**config.mk**
```make
export PLATFORM = sky130hd
export DESIGN_NAME = lce_ladder_contact_evaluator
export DESIGN_NICKNAME = d
export VERILOG_FILES = /design/src/rtl/lce_pkg.sv /design/src/rtl/lce_ladder_contact_evaluator.sv
export SDC_FILE = /design/constraint.sdc
export NUM_CORES = 1
export LEC_CHECK = 0
export BUFFER_PORTS_ARGS = -buffer_cell sky130_fd_sc_hd__buf_2
export CAP_MARGIN = 0
export CORE_UTILIZATION = 36
export DETAILED_ROUTE_END_ITERATION = 8
export PLACE_DENSITY = 0.89
export REMOVE_ABC_BUFFERS = 1
export SYNTH_ARGS = -nofsm -noshare
export SYNTH_HDL_FRONTEND = slang
export SYNTH_SLANG_ARGS = --single-unit
```
**constraint.sdc**
```tcl
create_clock -name sys_clk -period 1.2 [get_ports sys_clk]
set_input_delay 0.06 -clock sys_clk [delete_from_list [all_inputs] [get_ports sys_clk]]
set_output_delay 0.06 -clock sys_clk [all_outputs]
set_load 0.02 [all_outputs]
```
**src/rtl/lce_pkg.sv**
```systemverilog
// Package: opcodes, operand ranges and result states of the contact evaluator
package lce_pkg;
    // Instruction opcodes
    typedef enum logic [3:0] {
        LCE_OP_NOP = 4'h0,
        LCE_OP_LOAD_CONTACT = 4'h1,
        LCE_OP_LOAD_INVERTED_CONTACT = 4'h2,
        LCE_OP_OR_CONTACT = 4'h3,
        LCE_OP_LOAD_TIMER_STATUS = 4'h4,
        LCE_OP_LOAD_INVERTED_TIMER_STATUS = 4'h5,
        LCE_OP_LOAD_COUNTER_STATUS = 4'h6,
        LCE_OP_LOAD_INVERTED_COUNTER_STATUS = 4'h7
    } lce_op_t;

    // Operand width: octal address up to 1077 needs 10 bits
    localparam int LCE_ADDR_W = 10;
    localparam int LCE_VAL_W = 16;
    // Contact ranges, written octal
    localparam logic [9:0] LCE_IO_LO = 10'o000;
    localparam logic [9:0] LCE_IO_HI = 10'o177;
    localparam logic [9:0] LCE_IO2_LO = 10'o700;
    localparam logic [9:0] LCE_IO2_HI = 10'o767;
    localparam logic [9:0] LCE_CR_LO = 10'o160;
    localparam logic [9:0] LCE_CR_HI = 10'o373;
    localparam logic [9:0] LCE_CR2_LO = 10'o1000;
    localparam logic [9:0] LCE_CR2_HI = 10'o1067;
    localparam logic [9:0] LCE_SP_LO = 10'o374;
    localparam logic [9:0] LCE_SP_HI = 10'o377;
    localparam logic [9:0] LCE_SP2_LO = 10'o770;
    localparam logic [9:0] LCE_SP2_HI = 10'o777;
    localparam logic [9:0] LCE_SP3_LO = 10'o1074;
    localparam logic [9:0] LCE_SP3_HI = 10'o1077;
    localparam logic [9:0] LCE_SR_LO = 10'o400;
    localparam logic [9:0] LCE_SR_HI = 10'o577;
    // Timer and counter range
    localparam logic [9:0] LCE_TC_LO = 10'o600;
    localparam logic [9:0] LCE_TC_HI = 10'o677;
    localparam int LCE_TC_N = 64;
    localparam logic [5:0] LCE_TC_IDX_W6 = 6'h3f;
    // Result reset value
    localparam logic LCE_RESULT_RST = 1'b0;
endpackage

```
**src/rtl/lce_ladder_contact_evaluator.sv**
```systemverilog
// Contact load and parallel-contact evaluator for the ladder scan
// Function
// RULE_01 - A load-contact opens a new rung whose result is the referenced bit.
// RULE_02 - An inverted load-contact opens a new rung whose result is the bit complemented.
// RULE_03 - A parallel-contact ORs the referenced bit, uninverted, into the result.
// RULE_04 - A timer-load opens a new rung with timer current value >= preset.
// RULE_05 - An inverted timer-load opens a new rung with timer current value < preset.
// RULE_06 - A counter-load opens a new rung with counter current value >= preset.
// RULE_07 - An inverted counter-load opens a new rung with counter current value < preset.
// RULE_08 - Operands are octal bit addresses; out-of-range addresses are ignored and flagged.
`timescale 1ns/100ps
module lce_ladder_contact_evaluator
(
    // Clock and reset
    input wire logic sys_clk,
    input wire logic reset,
    // Instruction stream
    input wire logic instr_valid,
    input wire logic [3:0] instr_op,
    input wire logic [9:0] instr_addr,
    // Bit memory lookup (combinational, same cycle)
    output logic [9:0] bit_addr,
    input wire logic bit_value,
    // Timer and counter value lookup (combinational, same cycle)
    output logic [5:0] tc_index,
    input wire logic [15:0] timer_current,
    input wire logic [15:0] timer_preset,
    input wire logic [15:0] counter_current,
    input wire logic [15:0] counter_preset,
    // Results
    output logic rung_result,
    output logic result_valid,
    output logic addr_error
);
    logic rung_result_reg;
    logic rung_result_next;
    logic result_valid_reg;
    logic addr_error_reg;
    logic addr_error_next;

    wire lce_pkg::lce_op_t op = lce_pkg::lce_op_t'(instr_op);
    wire in_io = (instr_addr <= lce_pkg::LCE_IO_HI)
        || (instr_addr >= lce_pkg::LCE_IO2_LO && instr_addr <= lce_pkg::LCE_IO2_HI);
    wire in_cr = (instr_addr >= lce_pkg::LCE_CR_LO && instr_addr <= lce_pkg::LCE_CR_HI)
        || (instr_addr >= lce_pkg::LCE_CR2_LO && instr_addr <= lce_pkg::LCE_CR2_HI);
    wire in_sp = (instr_addr >= lce_pkg::LCE_SP_LO && instr_addr <= lce_pkg::LCE_SP_HI)
        || (instr_addr >= lce_pkg::LCE_SP2_LO && instr_addr <= lce_pkg::LCE_SP2_HI)
        || (instr_addr >= lce_pkg::LCE_SP3_LO && instr_addr <= lce_pkg::LCE_SP3_HI);
    wire in_sr = instr_addr >= lce_pkg::LCE_SR_LO && instr_addr <= lce_pkg::LCE_SR_HI;
    wire bit_ok = in_io || in_cr || in_sp || in_sr; // [RULE_08]
    wire tc_ok = instr_addr >= lce_pkg::LCE_TC_LO && instr_addr <= lce_pkg::LCE_TC_HI; // [RULE_08]
    // Unsigned compares; a zero preset reads as done at once
    wire timer_done = timer_current >= timer_preset;
    wire counter_done = counter_current >= counter_preset;
    // Range base is a multiple of 64, so the low six bits index directly
    wire [9:0] tc_offset = instr_addr - lce_pkg::LCE_TC_LO;
    wire is_bit_op = op == lce_pkg::LCE_OP_LOAD_CONTACT
        || op == lce_pkg::LCE_OP_LOAD_INVERTED_CONTACT || op == lce_pkg::LCE_OP_OR_CONTACT;
    wire is_tc_op = op == lce_pkg::LCE_OP_LOAD_TIMER_STATUS
        || op == lce_pkg::LCE_OP_LOAD_INVERTED_TIMER_STATUS
        || op == lce_pkg::LCE_OP_LOAD_COUNTER_STATUS
        || op == lce_pkg::LCE_OP_LOAD_INVERTED_COUNTER_STATUS;
    // Unknown opcodes and bad operands leave the result untouched
    wire accept = instr_valid && ((is_bit_op && bit_ok) || (is_tc_op && tc_ok)); // [RULE_08]

    assign bit_addr = instr_addr;
    assign tc_index = tc_offset[5:0] & lce_pkg::LCE_TC_IDX_W6;

    always_comb
    begin
        rung_result_next = rung_result_reg;
        case (op)
            lce_pkg::LCE_OP_LOAD_CONTACT: rung_result_next = bit_value; // [RULE_01]
            lce_pkg::LCE_OP_LOAD_INVERTED_CONTACT: rung_result_next = ~bit_value; // [RULE_02]
            lce_pkg::LCE_OP_OR_CONTACT: rung_result_next = rung_result_reg | bit_value; // [RULE_03]
            lce_pkg::LCE_OP_LOAD_TIMER_STATUS: rung_result_next = timer_done; // [RULE_04]
            lce_pkg::LCE_OP_LOAD_INVERTED_TIMER_STATUS: rung_result_next = ~timer_done; // [RULE_05]
            lce_pkg::LCE_OP_LOAD_COUNTER_STATUS: rung_result_next = counter_done; // [RULE_06]
            lce_pkg::LCE_OP_LOAD_INVERTED_COUNTER_STATUS:
                rung_result_next = ~counter_done; // [RULE_07]
            default: rung_result_next = rung_result_reg;
        endcase
        addr_error_next = instr_valid && !accept; // [RULE_08]
    end

    // Result held across idle or refused cycles so a rung can resume
    always_ff @(posedge sys_clk or posedge reset)
    begin
        if (reset)
        begin
            rung_result_reg <= lce_pkg::LCE_RESULT_RST;
            result_valid_reg <= 1'b0;
            addr_error_reg <= 1'b0;
        end
        else
        begin
            if (accept)
                rung_result_reg <= rung_result_next;
            result_valid_reg <= accept;
            addr_error_reg <= addr_error_next;
        end
    end

    assign rung_result = rung_result_reg;
    assign result_valid = result_valid_reg;
    assign addr_error = addr_error_reg;
endmodule

```
Yosys cells after proc, flatten, opt, wreduce, memory -nomap -nowiden:

Index checks and enable logic that the tools add are counted.

* reduce and logical (&&, ||, !) cells: 28
* add/sub/neg operators: 1
* mux-type cells: 1
* magnitude comparators: 19
* equality and inequality tests: 7
* bitwise gates (word level): 4

Operators by type and width (count)
* 10-bit by 9-bit greater-or-equal comparator with 1-bit output (second input constant): 4
* 10-bit by 9-bit <= comparator with 1-bit output (second input constant): 4
* 16-bit greater-or-equal comparator: 2
* 10-bit greater-or-equal comparator (second input constant): 2
* 10-bit <= comparator (second input constant): 2
* 10-bit by 8-bit <= comparator with 1-bit output (second input constant): 2
* 4-bit by 3-bit == test with 1-bit output (second input constant): 4
* 1-bit logical OR: 13
* 1-bit logical AND: 12
* 10-bit by 7-bit greater-or-equal comparator with 1-bit output (second input constant): 1
* 10-bit by 8-bit greater-or-equal comparator with 1-bit output (second input constant): 1
* 10-bit by 7-bit <= comparator with 1-bit output (second input constant): 1
* 4-bit by 2-bit == test with 1-bit output (second input constant): 2
* 1-bit case mux with 7 select lines: 1
* 7-bit nonzero test: 1
* 6-bit by 1-bit subtractor with 6-bit output (second input constant): 1
* 4-bit by 1-bit == test with 1-bit output (second input constant): 1
* 1-bit NOT: 3
* 2-bit AND reduction: 1
* 1-bit zero test: 1
* 1-bit bitwise OR: 1

* bits in registers: 3
* word-level logic and storage cells: 63

Depth between registers and ports, before layout:

Gate-level depths: netlist of run 1.

* depth after elaboration: 11
* mapped depth: 8
* mapped depth without buffers: 8

Worst setup path before layout of run 1:

No wires, ideal clock.

* path kind: input to register
* start: input port timer_preset[7]
* end: register rung_result_reg, in the netlist rung_result
* path buffers: 0
* arrival: 1.582 ns
* stages on the path: 8
* setup slack: -0.459 ns
* cells stage by stage: inv_1 -> ha_1 -> nand3_1 -> nor3_1 -> or4b_1 -> a222oi_1 -> a311oi_1 -> a21oi_1

* longest elaborated chain between the ends: 3

Ends and longest elaborated chain
* from (decl): RTL line lce_ladder_contact_evaluator.sv:27 `input wire logic [15:0] timer_preset,`
* 16-bit greater-or-equal comparator (*): RTL line lce_ladder_contact_evaluator.sv:53 `wire timer_done = timer_current >= timer_preset;`
* 1-bit NOT: RTL line lce_ladder_contact_evaluator.sv:77 `lce_pkg::LCE_OP_LOAD_INVERTED_TIMER_STATUS: rung_result_next = ~timer_done;`
* 1-bit case mux with 7 select lines (*): RTL line lce_ladder_contact_evaluator.sv:72 `case (op)`
* to (signal assigned): RTL line lce_ladder_contact_evaluator.sv:91 `rung_result_reg <= lce_pkg::LCE_RESULT_RST;`
* to (signal assigned): RTL line lce_ladder_contact_evaluator.sv:98 `rung_result_reg <= rung_result_next;`
* to (decl): RTL line lce_ladder_contact_evaluator.sv:35 `logic rung_result_reg;`

Every way passes the cells marked *; elsewhere a longest branch is shown, timed or not.
A chain may end at the register's enable or synchronous reset.

Final worst setup path of run 1:

* start: register rung_result_reg, in the netlist rung_result
* end: register rung_result_reg, in the netlist rung_result

* longest elaborated chain between the ends: 2

Ends and longest elaborated chain
* 1-bit bitwise OR: RTL line lce_ladder_contact_evaluator.sv:75 `lce_pkg::LCE_OP_OR_CONTACT: rung_result_next = rung_result_reg | bit_value;`
* 1-bit case mux with 7 select lines: RTL line lce_ladder_contact_evaluator.sv:72

Every way passes these cells.

==> results.txt, run 1 <==
Worst Tran Pin Value: 0.337 ns
Setup slack at placement: -0.736 ns
Post-synth ARST share: 100%
DRC Markers: 0
Core Util, Final: 67.3%
Initial core utilization: 39.2%
Vias post-DR: 1543
Largest net degree at the start of global routing: 6
Deepest clock path buffer count: 2
Status: complete, but fails checks
Register area share after synthesis: 6.13%
1st-pass router iterations: 5
Nets@finish: 378
Startpoint types: flip-flop
Commonest non-fill, non-tap cell in the layout: buf_2
Final WL: 4110 um
Fmax: 0.608 GHz
Hold Vio Cnt, Final: 0
Worst-path clk slew: 0.05 ns
Period minus WS final: 1.64 ns
Clk_skew: 0 ns
DR vias/cell: 5.03
Ports: 101
Largest stage delay on the critical path: 0.39 ns
Clk pwr share: 18.2%
Synth top area share: 32.7%
IO buf count: 94
Synth Area per Inst: 7.51 um^2
PwrDens: 506 nW/um^2
Seq pwr share: 11.8%
Number of flops mapped to enable cells by yosys: 0
Grt ovf: 0
Die width: 60.3 um
Final setup margin: -0.444 ns
Slew margin rel.: 77.4%
ANT nets after route: 0
Final period util: 137%
Largest delay share family, worst path: compound AO/OA/AOI/OAI gates
#FFs+latches synth: 3
Mapped Area: 1220 um^2
Final Wtd Congestion: 0.804
Area Growth Syn to Fin: 71.9%
Int Pwr: 630 uW
Crit path buf inv count: 0
# rows: 20
Critical-path cell list: nor2_1, nor3b_1, o21ai_0, a21oi_1, a311oi_1, a21oi_2
DPL Wire Length: 2720 um
Crit Path Class: flip-flop to flip-flop
Initial antenna violation count: 0
Total GRT Usage: 21.6%
Prevailing post-synth register cell: dfrtp_1
Synth top area cells: ha_1 (33%), inv_1 (12%), buf_4 (9.8%), dfrtp_1 (6.1%), a21oi_1 (4.5%)
Max_cap viols: 0
Layout cells sized above 1: 58.2%
Worst min path class: primary input to flip-flop
VDD IR max: 0.169 mV
Leak Pwr: 0.00114 uW
CTS H-tree lvls: 1
RSZ-0062 raised after global routing: true
Yosys synthesis warning count: 0
CTS sink count: 3
Slowest-stage cell, CP: dfrtp_1
CP endpoint kind: flip-flop
Die Ht: 60.3 um
Number of global-route vias before repair: 1508
CP Max Fanout: 2
Synth cell types: 38
TritonCTS buffer count: 3
Comb pwr share: 70.0%
DR iter-0 viols: 60
Drt wl/cell: 13.4 um
Final setup fails: 1
Ant diodes: 0
TritonCTS clock tree: done
Non-Filler Instances: 307
Worst endpoint required time: 1.31 ns
Worst EP arrival: 1.76 ns
Skew-Pair Late Insertion Delay: 0.25 ns
Failing checks: setup timing
Die area: 3640 um^2
Setup_tns: -0.444 ns
Post-synthesis cell count: 163
Sw Ratio: 40.9%
Clock root buffer: clkbuf_4
Placed Instances: 300
NetSw: 435 uW
Synth area leader: ha_1
Global-route wire length before repair: 5950 um
Most frequent cells in the layout: buf_2 (84), inv_1 (27), ha_1 (18), buf_4 (18), ha_4 (14)
Max-slew violations: 0
CORE AREA: 3130 um^2
layer usage:
layer / up-vias / track usage (%) / part of all wire [%]
li1: 762 / - / -
met4: 0 / 12.0 / 4.5
met2: 72 / 44.3 / 57
met5: - / 0 / 0
met3: 22 / 2.56 / 5.1
met1: 687 / 20.2 / 33
final timing paths:
kind | start | to | slack (ns) | depth (start not counted)
setup / recovery | rung_result | rung_result | -0.44 | 6
hold / removal | instr_valid | addr_error | 0.09 | 2
setup reg to reg | rung_result | rung_result | -0.44 | 6
hold reg to reg | rung_result | rung_result | 0.77 | 3
max in group asynchronous | reset | addr_error | 0.84 | 3
min in group asynchronous | reset | result_valid | 0.22 | 3
power groups by stage:
| stage | clock [uW] | sequential, uW | combinational (uW) |
|---|---|---|---|
| after detailed placement | 0 | 125 | 578 |
| after CTS | 190 | 125 | 707 |
| after global placement | 0 | 123 | 557 |
| final | 194 | 126 | 745 |
| after floorplan | 0 | 146 | 239 |
| after global routing | 201 | 126 | 822 |
logic make-up (layout without fill, tap and decap cells):
kind of cell / Yosys count / in the layout / share of synthesized area [%]
flip-flops: 3 / 3 / 6.13
AND/OR/NAND/NOR: 35 / 35 / 17.3
AO/OA/AOI/OAI: 36 / 36 / 21.0
adder cells (fa/ha/maj): 32 / 32 / 32.7
buffers and inverters: 56 / 156 / 22.1
multiplexers: 1 / 1 / 0.817
what timing repair did:
| action | CTS | global route |
|---|---|---|
| setup buffers | 2 | 0 |
| hold buffers | 1 | 0 |
| gates cloned | 0 | 0 |
| pin swaps | 26 | 2 |
| resized for setup | 47 | 4 |
| hold endpoints to repair | 3 | 0 |
| setup endpoints to repair | 1 | 1 |
cell type report:
type | count | area, um^2
Tap cell | 44 | 55.1
Multi-Input combinational cell | 104 | 1120
Inverter | 39 | 146
Sequential cell | 3 | 75.1
Timing Repair Buffer | 113 | 678
Fill cell | 243 | 1020
Clock buffer | 4 | 26.3
stage by stage:
stage               total power, uW  cell area [um^2]  hold WS (ns)
finish                         1060              2110        0.0866
floorplan                       385              1100        -0.186
global placement                680              1750       -0.0728
CTS                            1020              2090        0.0677
detailed placement              704              1750       -0.0646
global route                   1150              2110         0.113
synth_stat cells (3+ instances only):
cell	n
inv_1	39
ha_1	32
buf_4	16
a21oi_1	11
o21ai_0	7
nand4_1	5
nor2_1	5
nor2b_1	4
dfrtp_1	3
nand2_1	3
nand3_1	3
nor3_1	3
o211ai_1	3
Note: power is estimated with default switching activity, not from simulation.
==> run 2: changes to the inputs <==
BUFFER_PORTS_ARGS = unset   (was -buffer_cell sky130_fd_sc_hd__buf_2)
CAP_MARGIN = unset   (was 0)
CORE_UTILIZATION = 58   (was 36)
CTS_CLUSTER_SIZE = 10   (was unset)
DONT_BUFFER_PORTS = 1   (was unset)
PLACE_DENSITY = 0.87   (was 0.89)
==> run 2 against run 1 <==
The flow still finishes with violations (setup timing). Combinational power shrank 43%. Global-route usage rose by 4.1 points. Total power down 31%. Worst setup slack improved by 0.16 ns. First-iteration DRC count is 80% lower. Critical path depth rose by 1. Via count decreased by 25%. Cell count fell by 40%. Register-to-register slack better by 0.34 ns. Sequential cell count unchanged. Non-clock buffer count shrank 105. Critical path type is now primary input to flip-flop.
==> results.txt, run 2 (same netlist as run 1, synthesis figures left out) <==
Status: complete, but fails checks
Failing checks: setup timing
Layout cells sized above 1: 25.3%
Total GRT Usage: 25.7%
Setup slack, reg-to-reg: -0.10 ns
Post-CTS Setup Repair Bufs: 0
1st-pass router iterations: 5
VDD IR max: 0.358 mV
Vias post-DR: 1155
Number of global-route vias before repair: 1078
CP Max Fanout: 3
Worst-path clk slew: 0.04 ns
Crit path buf inv count: 1
Largest net degree at the start of global routing: 10
Sw Ratio: 36.3%
Global-route wire length before repair: 4160 um
Final setup fails: 1
Slowest-stage cell, CP: or4b_4
Worst EP arrival: 1.63 ns
CORE AREA: 1980 um^2
# rows: 16
Ports: 101
Grt ovf: 0
Leak Pwr: 0.000684 uW
Hold Vio Cnt, Final: 0
Clock root buffer: clkbuf_4
Placed Instances: 179
TritonCTS clock tree: done
Drt wl/cell: 15.0 um
NetSw: 266 uW
Worst Tran Pin Value: 0.350 ns
CP endpoint kind: flip-flop
DPL Wire Length: 2290 um
Skew-Pair Late Insertion Delay: 0.23 ns
Max_cap viols: 0
Max-slew violations: 0
Final setup margin: -0.286 ns
Nets@finish: 273
Initial core utilization: 61.8%
CTS H-tree lvls: 1
Deepest clock path buffer count: 2
Area Growth Syn to Fin: 16.0%
Seq pwr share: 17.6%
DR iter-0 viols: 12
Ant diodes: 0
Most frequent cells in the layout: inv_1 (27), ha_1 (20), ha_4 (12)
PwrDens: 515 nW/um^2
ANT nets after route: 0
Crit Path Class: primary input to flip-flop
DR vias/cell: 6.24
Int Pwr: 466 uW
Setup slack at placement: -0.614 ns
IO buf count: 0
Period minus WS final: 1.49 ns
Final Wtd Congestion: 0.700
Final WL: 2780 um
CTS sink count: 3
Die Ht: 48.0 um
Die width: 48.0 um
RSZ-0062 raised after global routing: true
Worst endpoint required time: 1.35 ns
Commonest non-fill, non-tap cell in the layout: inv_1
Startpoint types: primary input
Critical-path cell list: inv_1, ha_1, nand4_1, or4b_4, a222oi_1, a311oi_1, a21oi_1
Largest stage delay on the critical path: 0.52 ns
Non-Filler Instances: 185
TritonCTS buffer count: 3
DRC Markers: 0
Final period util: 124%
Die area: 2300 um^2
Clk pwr share: 23.8%
Core Util, Final: 71.7%
Clk_skew: 0 ns
Slew margin rel.: 76.5%
Initial antenna violation count: 0
Fmax: 0.673 GHz
Hold_ws: 0.0203 ns
Largest delay share family, worst path: simple AND/OR/NAND/NOR gates
Comb pwr share: 58.6%
Worst min path class: primary input to flip-flop
run 2: worst paths after layout:
path	from	endpoint	cells after the start
setup / recovery	timer_preset[12]	rung_result	7
hold / removal	instr_op[1]	rung_result	2
setup reg to reg	rung_result	rung_result	5
hold reg to reg	rung_result	rung_result	4
max in group asynchronous	reset	addr_error	2
min in group asynchronous	reset	result_valid	2
run 2: stage by stage:
stage	instance area [um^2]	power, uW	TNS [ns]
floorplan	1100	385	-0.459
global placement	1180	459	-0.574
detailed placement	1180	484	-0.648
CTS	1420	731	-0.249
global route	1420	822	-0.321
finish	1420	732	-0.286
run 2: final cells by class:
type	count	area, um^2
tap	27	33.8
timing repair buffer	8	65.1
sequential	3	75.1
fill	156	561
multi-input combinational	104	1050
inverter	39	171
clock buffer	4	26.3
run 2: routing by layer:
| layer | GRT usage (%) | share of wire [%] | vias up |
|---|---|---|---|
| met2 | 47.3 | 51 | 65 |
| met5 | 0 | 0 | - |
| met1 | 26.5 | 37 | 524 |
| met4 | 14.4 | 4.2 | 0 |
| li1 | - | - | 550 |
| met3 | 5.66 | 8.0 | 16 |
run 2: power groups by stage:
stage,combinational [uW],clock [uW],sequential [uW]
floorplan,239,0,146
finish,428,174,129
global placement,330,0,129
CTS,419,184,129
global route,492,197,132
detailed placement,355,0,129
run 2: worst register-to-register path, cell delays in order, from the launching register on:
cell and delay (ns):
dfrtp_1 0.38, buf_4 0.14, o21ai_0 0.18, a222oi_1 0.09, a311oi_1 0.28, a21oi_1 0.11
run 2: what timing repair did:
action | CTS | global route
endpoints found under the setup margin | 1 | 1
hold endpoints to repair | 4 | 0
gates resized for setup | 36 | 2
pin swaps | 20 | 3
hold buffers | 2 | 0
==> run 3: changes to the inputs <==
CORE_UTILIZATION = 60   (was 58)
CTS_BUF_LIST = sky130_fd_sc_hd__clkbuf_4   (was unset)
PLACE_DENSITY = 0.9   (was 0.87)
==> run 3 against run 2 <==
The flow still finishes with violations (setup timing). Clock power increased by 23%. Utilization up 11 points. Worst hold slack lost 0.0086 ns. Sequential share of layout area is 0.30 points lower. Sequential power about the same. Largest power group unchanged.
==> results.txt, run 3 (same netlist as run 1, synthesis figures left out) <==
Fmax: 0.633 GHz
CTS sink count: 3
Worst-path clk slew: 0.04 ns
Initial antenna violation count: 0
Total GRT Usage: 31.9%
Drt wl/cell: 18.1 um
Non-Filler Instances: 185
Final WL: 3350 um
Skew-Pair Late Insertion Delay: 0.24 ns
Initial core utilization: 67.3%
Max-slew violations: 0
Slew margin rel.: 63.8%
Final Wtd Congestion: 0.763
Status: complete, but fails checks
Die width: 47.2 um
Nets@finish: 275
DRC Markers: 0
Final period util: 132%
Crit Path Class: primary input to flip-flop
Largest net degree at the start of global routing: 10
Worst EP arrival: 1.74 ns
TritonCTS buffer count: 3
PwrDens: 541 nW/um^2
Placed Instances: 177
Grt ovf: 0
Clk_skew: 0 ns
Die area: 2230 um^2
Global-route wire length before repair: 5110 um
CP endpoint kind: flip-flop
Placed Area: 1180 um^2
Area Growth Syn to Fin: 23.0%
VDD IR max: 0.366 mV
Worst endpoint required time: 1.36 ns
Number of global-route vias before repair: 1271
CORE AREA: 1820 um^2
Ports: 101
RSZ-0062 raised after global routing: true
Hold Vio Cnt, Final: 0
Leak Pwr: 0.000709 uW
Final instance area: 1510 um^2
Setup slack at placement: -0.599 ns
DR vias/cell: 6.56
Final setup margin: -0.379 ns
CP Max Fanout: 3
Failing checks: setup timing
Deepest clock path buffer count: 2
TritonCTS clock tree: done
DR iter-0 viols: 27
Clock root buffer: clkbuf_4
Final setup fails: 1
Startpoint types: primary input
Most frequent cells in the layout: inv_1 (25), ha_1 (18), ha_4 (14)
Worst Tran Pin Value: 0.538 ns
Vias post-DR: 1214
# rows: 15
Max_cap viols: 0
Total Power: 816 uW
Period minus WS final: 1.58 ns
Worst min path class: primary input to flip-flop
1st-pass router iterations: 4
Ant diodes: 0
Die Ht: 47.2 um
CTS H-tree lvls: 1
Layout cells sized above 1: 31.3%
IO buf count: 0
Commonest non-fill, non-tap cell in the layout: inv_1
Core Util, Final: 82.7%
ANT nets after route: 0
DPL Wire Length: 2330 um
[run 3: final cells by class]
cell class / count / area [um^2]
repair buffers: 10 / 80.1
clock buffers: 4 / 30.0
multi-input cells: 104 / 1120
flip-flops and latches: 3 / 75.1
fillers: 118 / 314
well taps: 25 / 31.3
inverters: 39 / 174
[run 3: worst paths after layout]
path | from | endpoint | slack [ns] | cells after the start
max | timer_preset[11] | rung_result | -0.38 | 7
min | instr_op[1] | rung_result | 0.01 | 2
max reg2reg | rung_result | rung_result | -0.18 | 5
min reg2reg | rung_result | rung_result | 0.78 | 3
max in group asynchronous | reset | result_valid | 0.93 | 2
min in group asynchronous | reset | rung_result | 0.13 | 2
[run 3: critical path, cell delays in order]
cell and delay, ns:
inv_2 0.03, ha_4 0.26, nand4_1 0.15, or4b_4 0.59
a222oi_1 0.37, a311oi_1 0.10, a21oi_1 0.18
[run 3: routing by layer]
layer / routed length, um / track usage (%)
met5: 0 / 0
met2: 1850 / 63.3
met4: 137 / 17.1
met1: 1090 / 31.2
met3: 275 / 4.62
[run 3: stage by stage]
step	hold slack [ns]	setup TNS, ns
floorplan	-0.186	-0.459
global placement	-0.175	-0.523
detailed placement	-0.170	-0.658
CTS	0.0179	-0.253
global route	0.0430	-0.425
finish	0.0117	-0.379
[run 3: power breakdown]
part | internal [uW] | switching (uW) | total, uW | leakage (uW)
Combinational | 241 | 232 | 473 | 0.000653
Clock | 148 | 66.2 | 214 | 0.0000184
Sequential | 116 | 12.3 | 128 | 0.0000375
[run 3: timing repair]
action / 4_1_cts / 5_1_grt
pin swaps: 21 / 10
setup buffers: 2 / 0
hold endpoints to repair: 4 / 0
hold buffers: 2 / 0
gates resized for setup: 42 / 7
setup endpoints to repair: 1 / 1
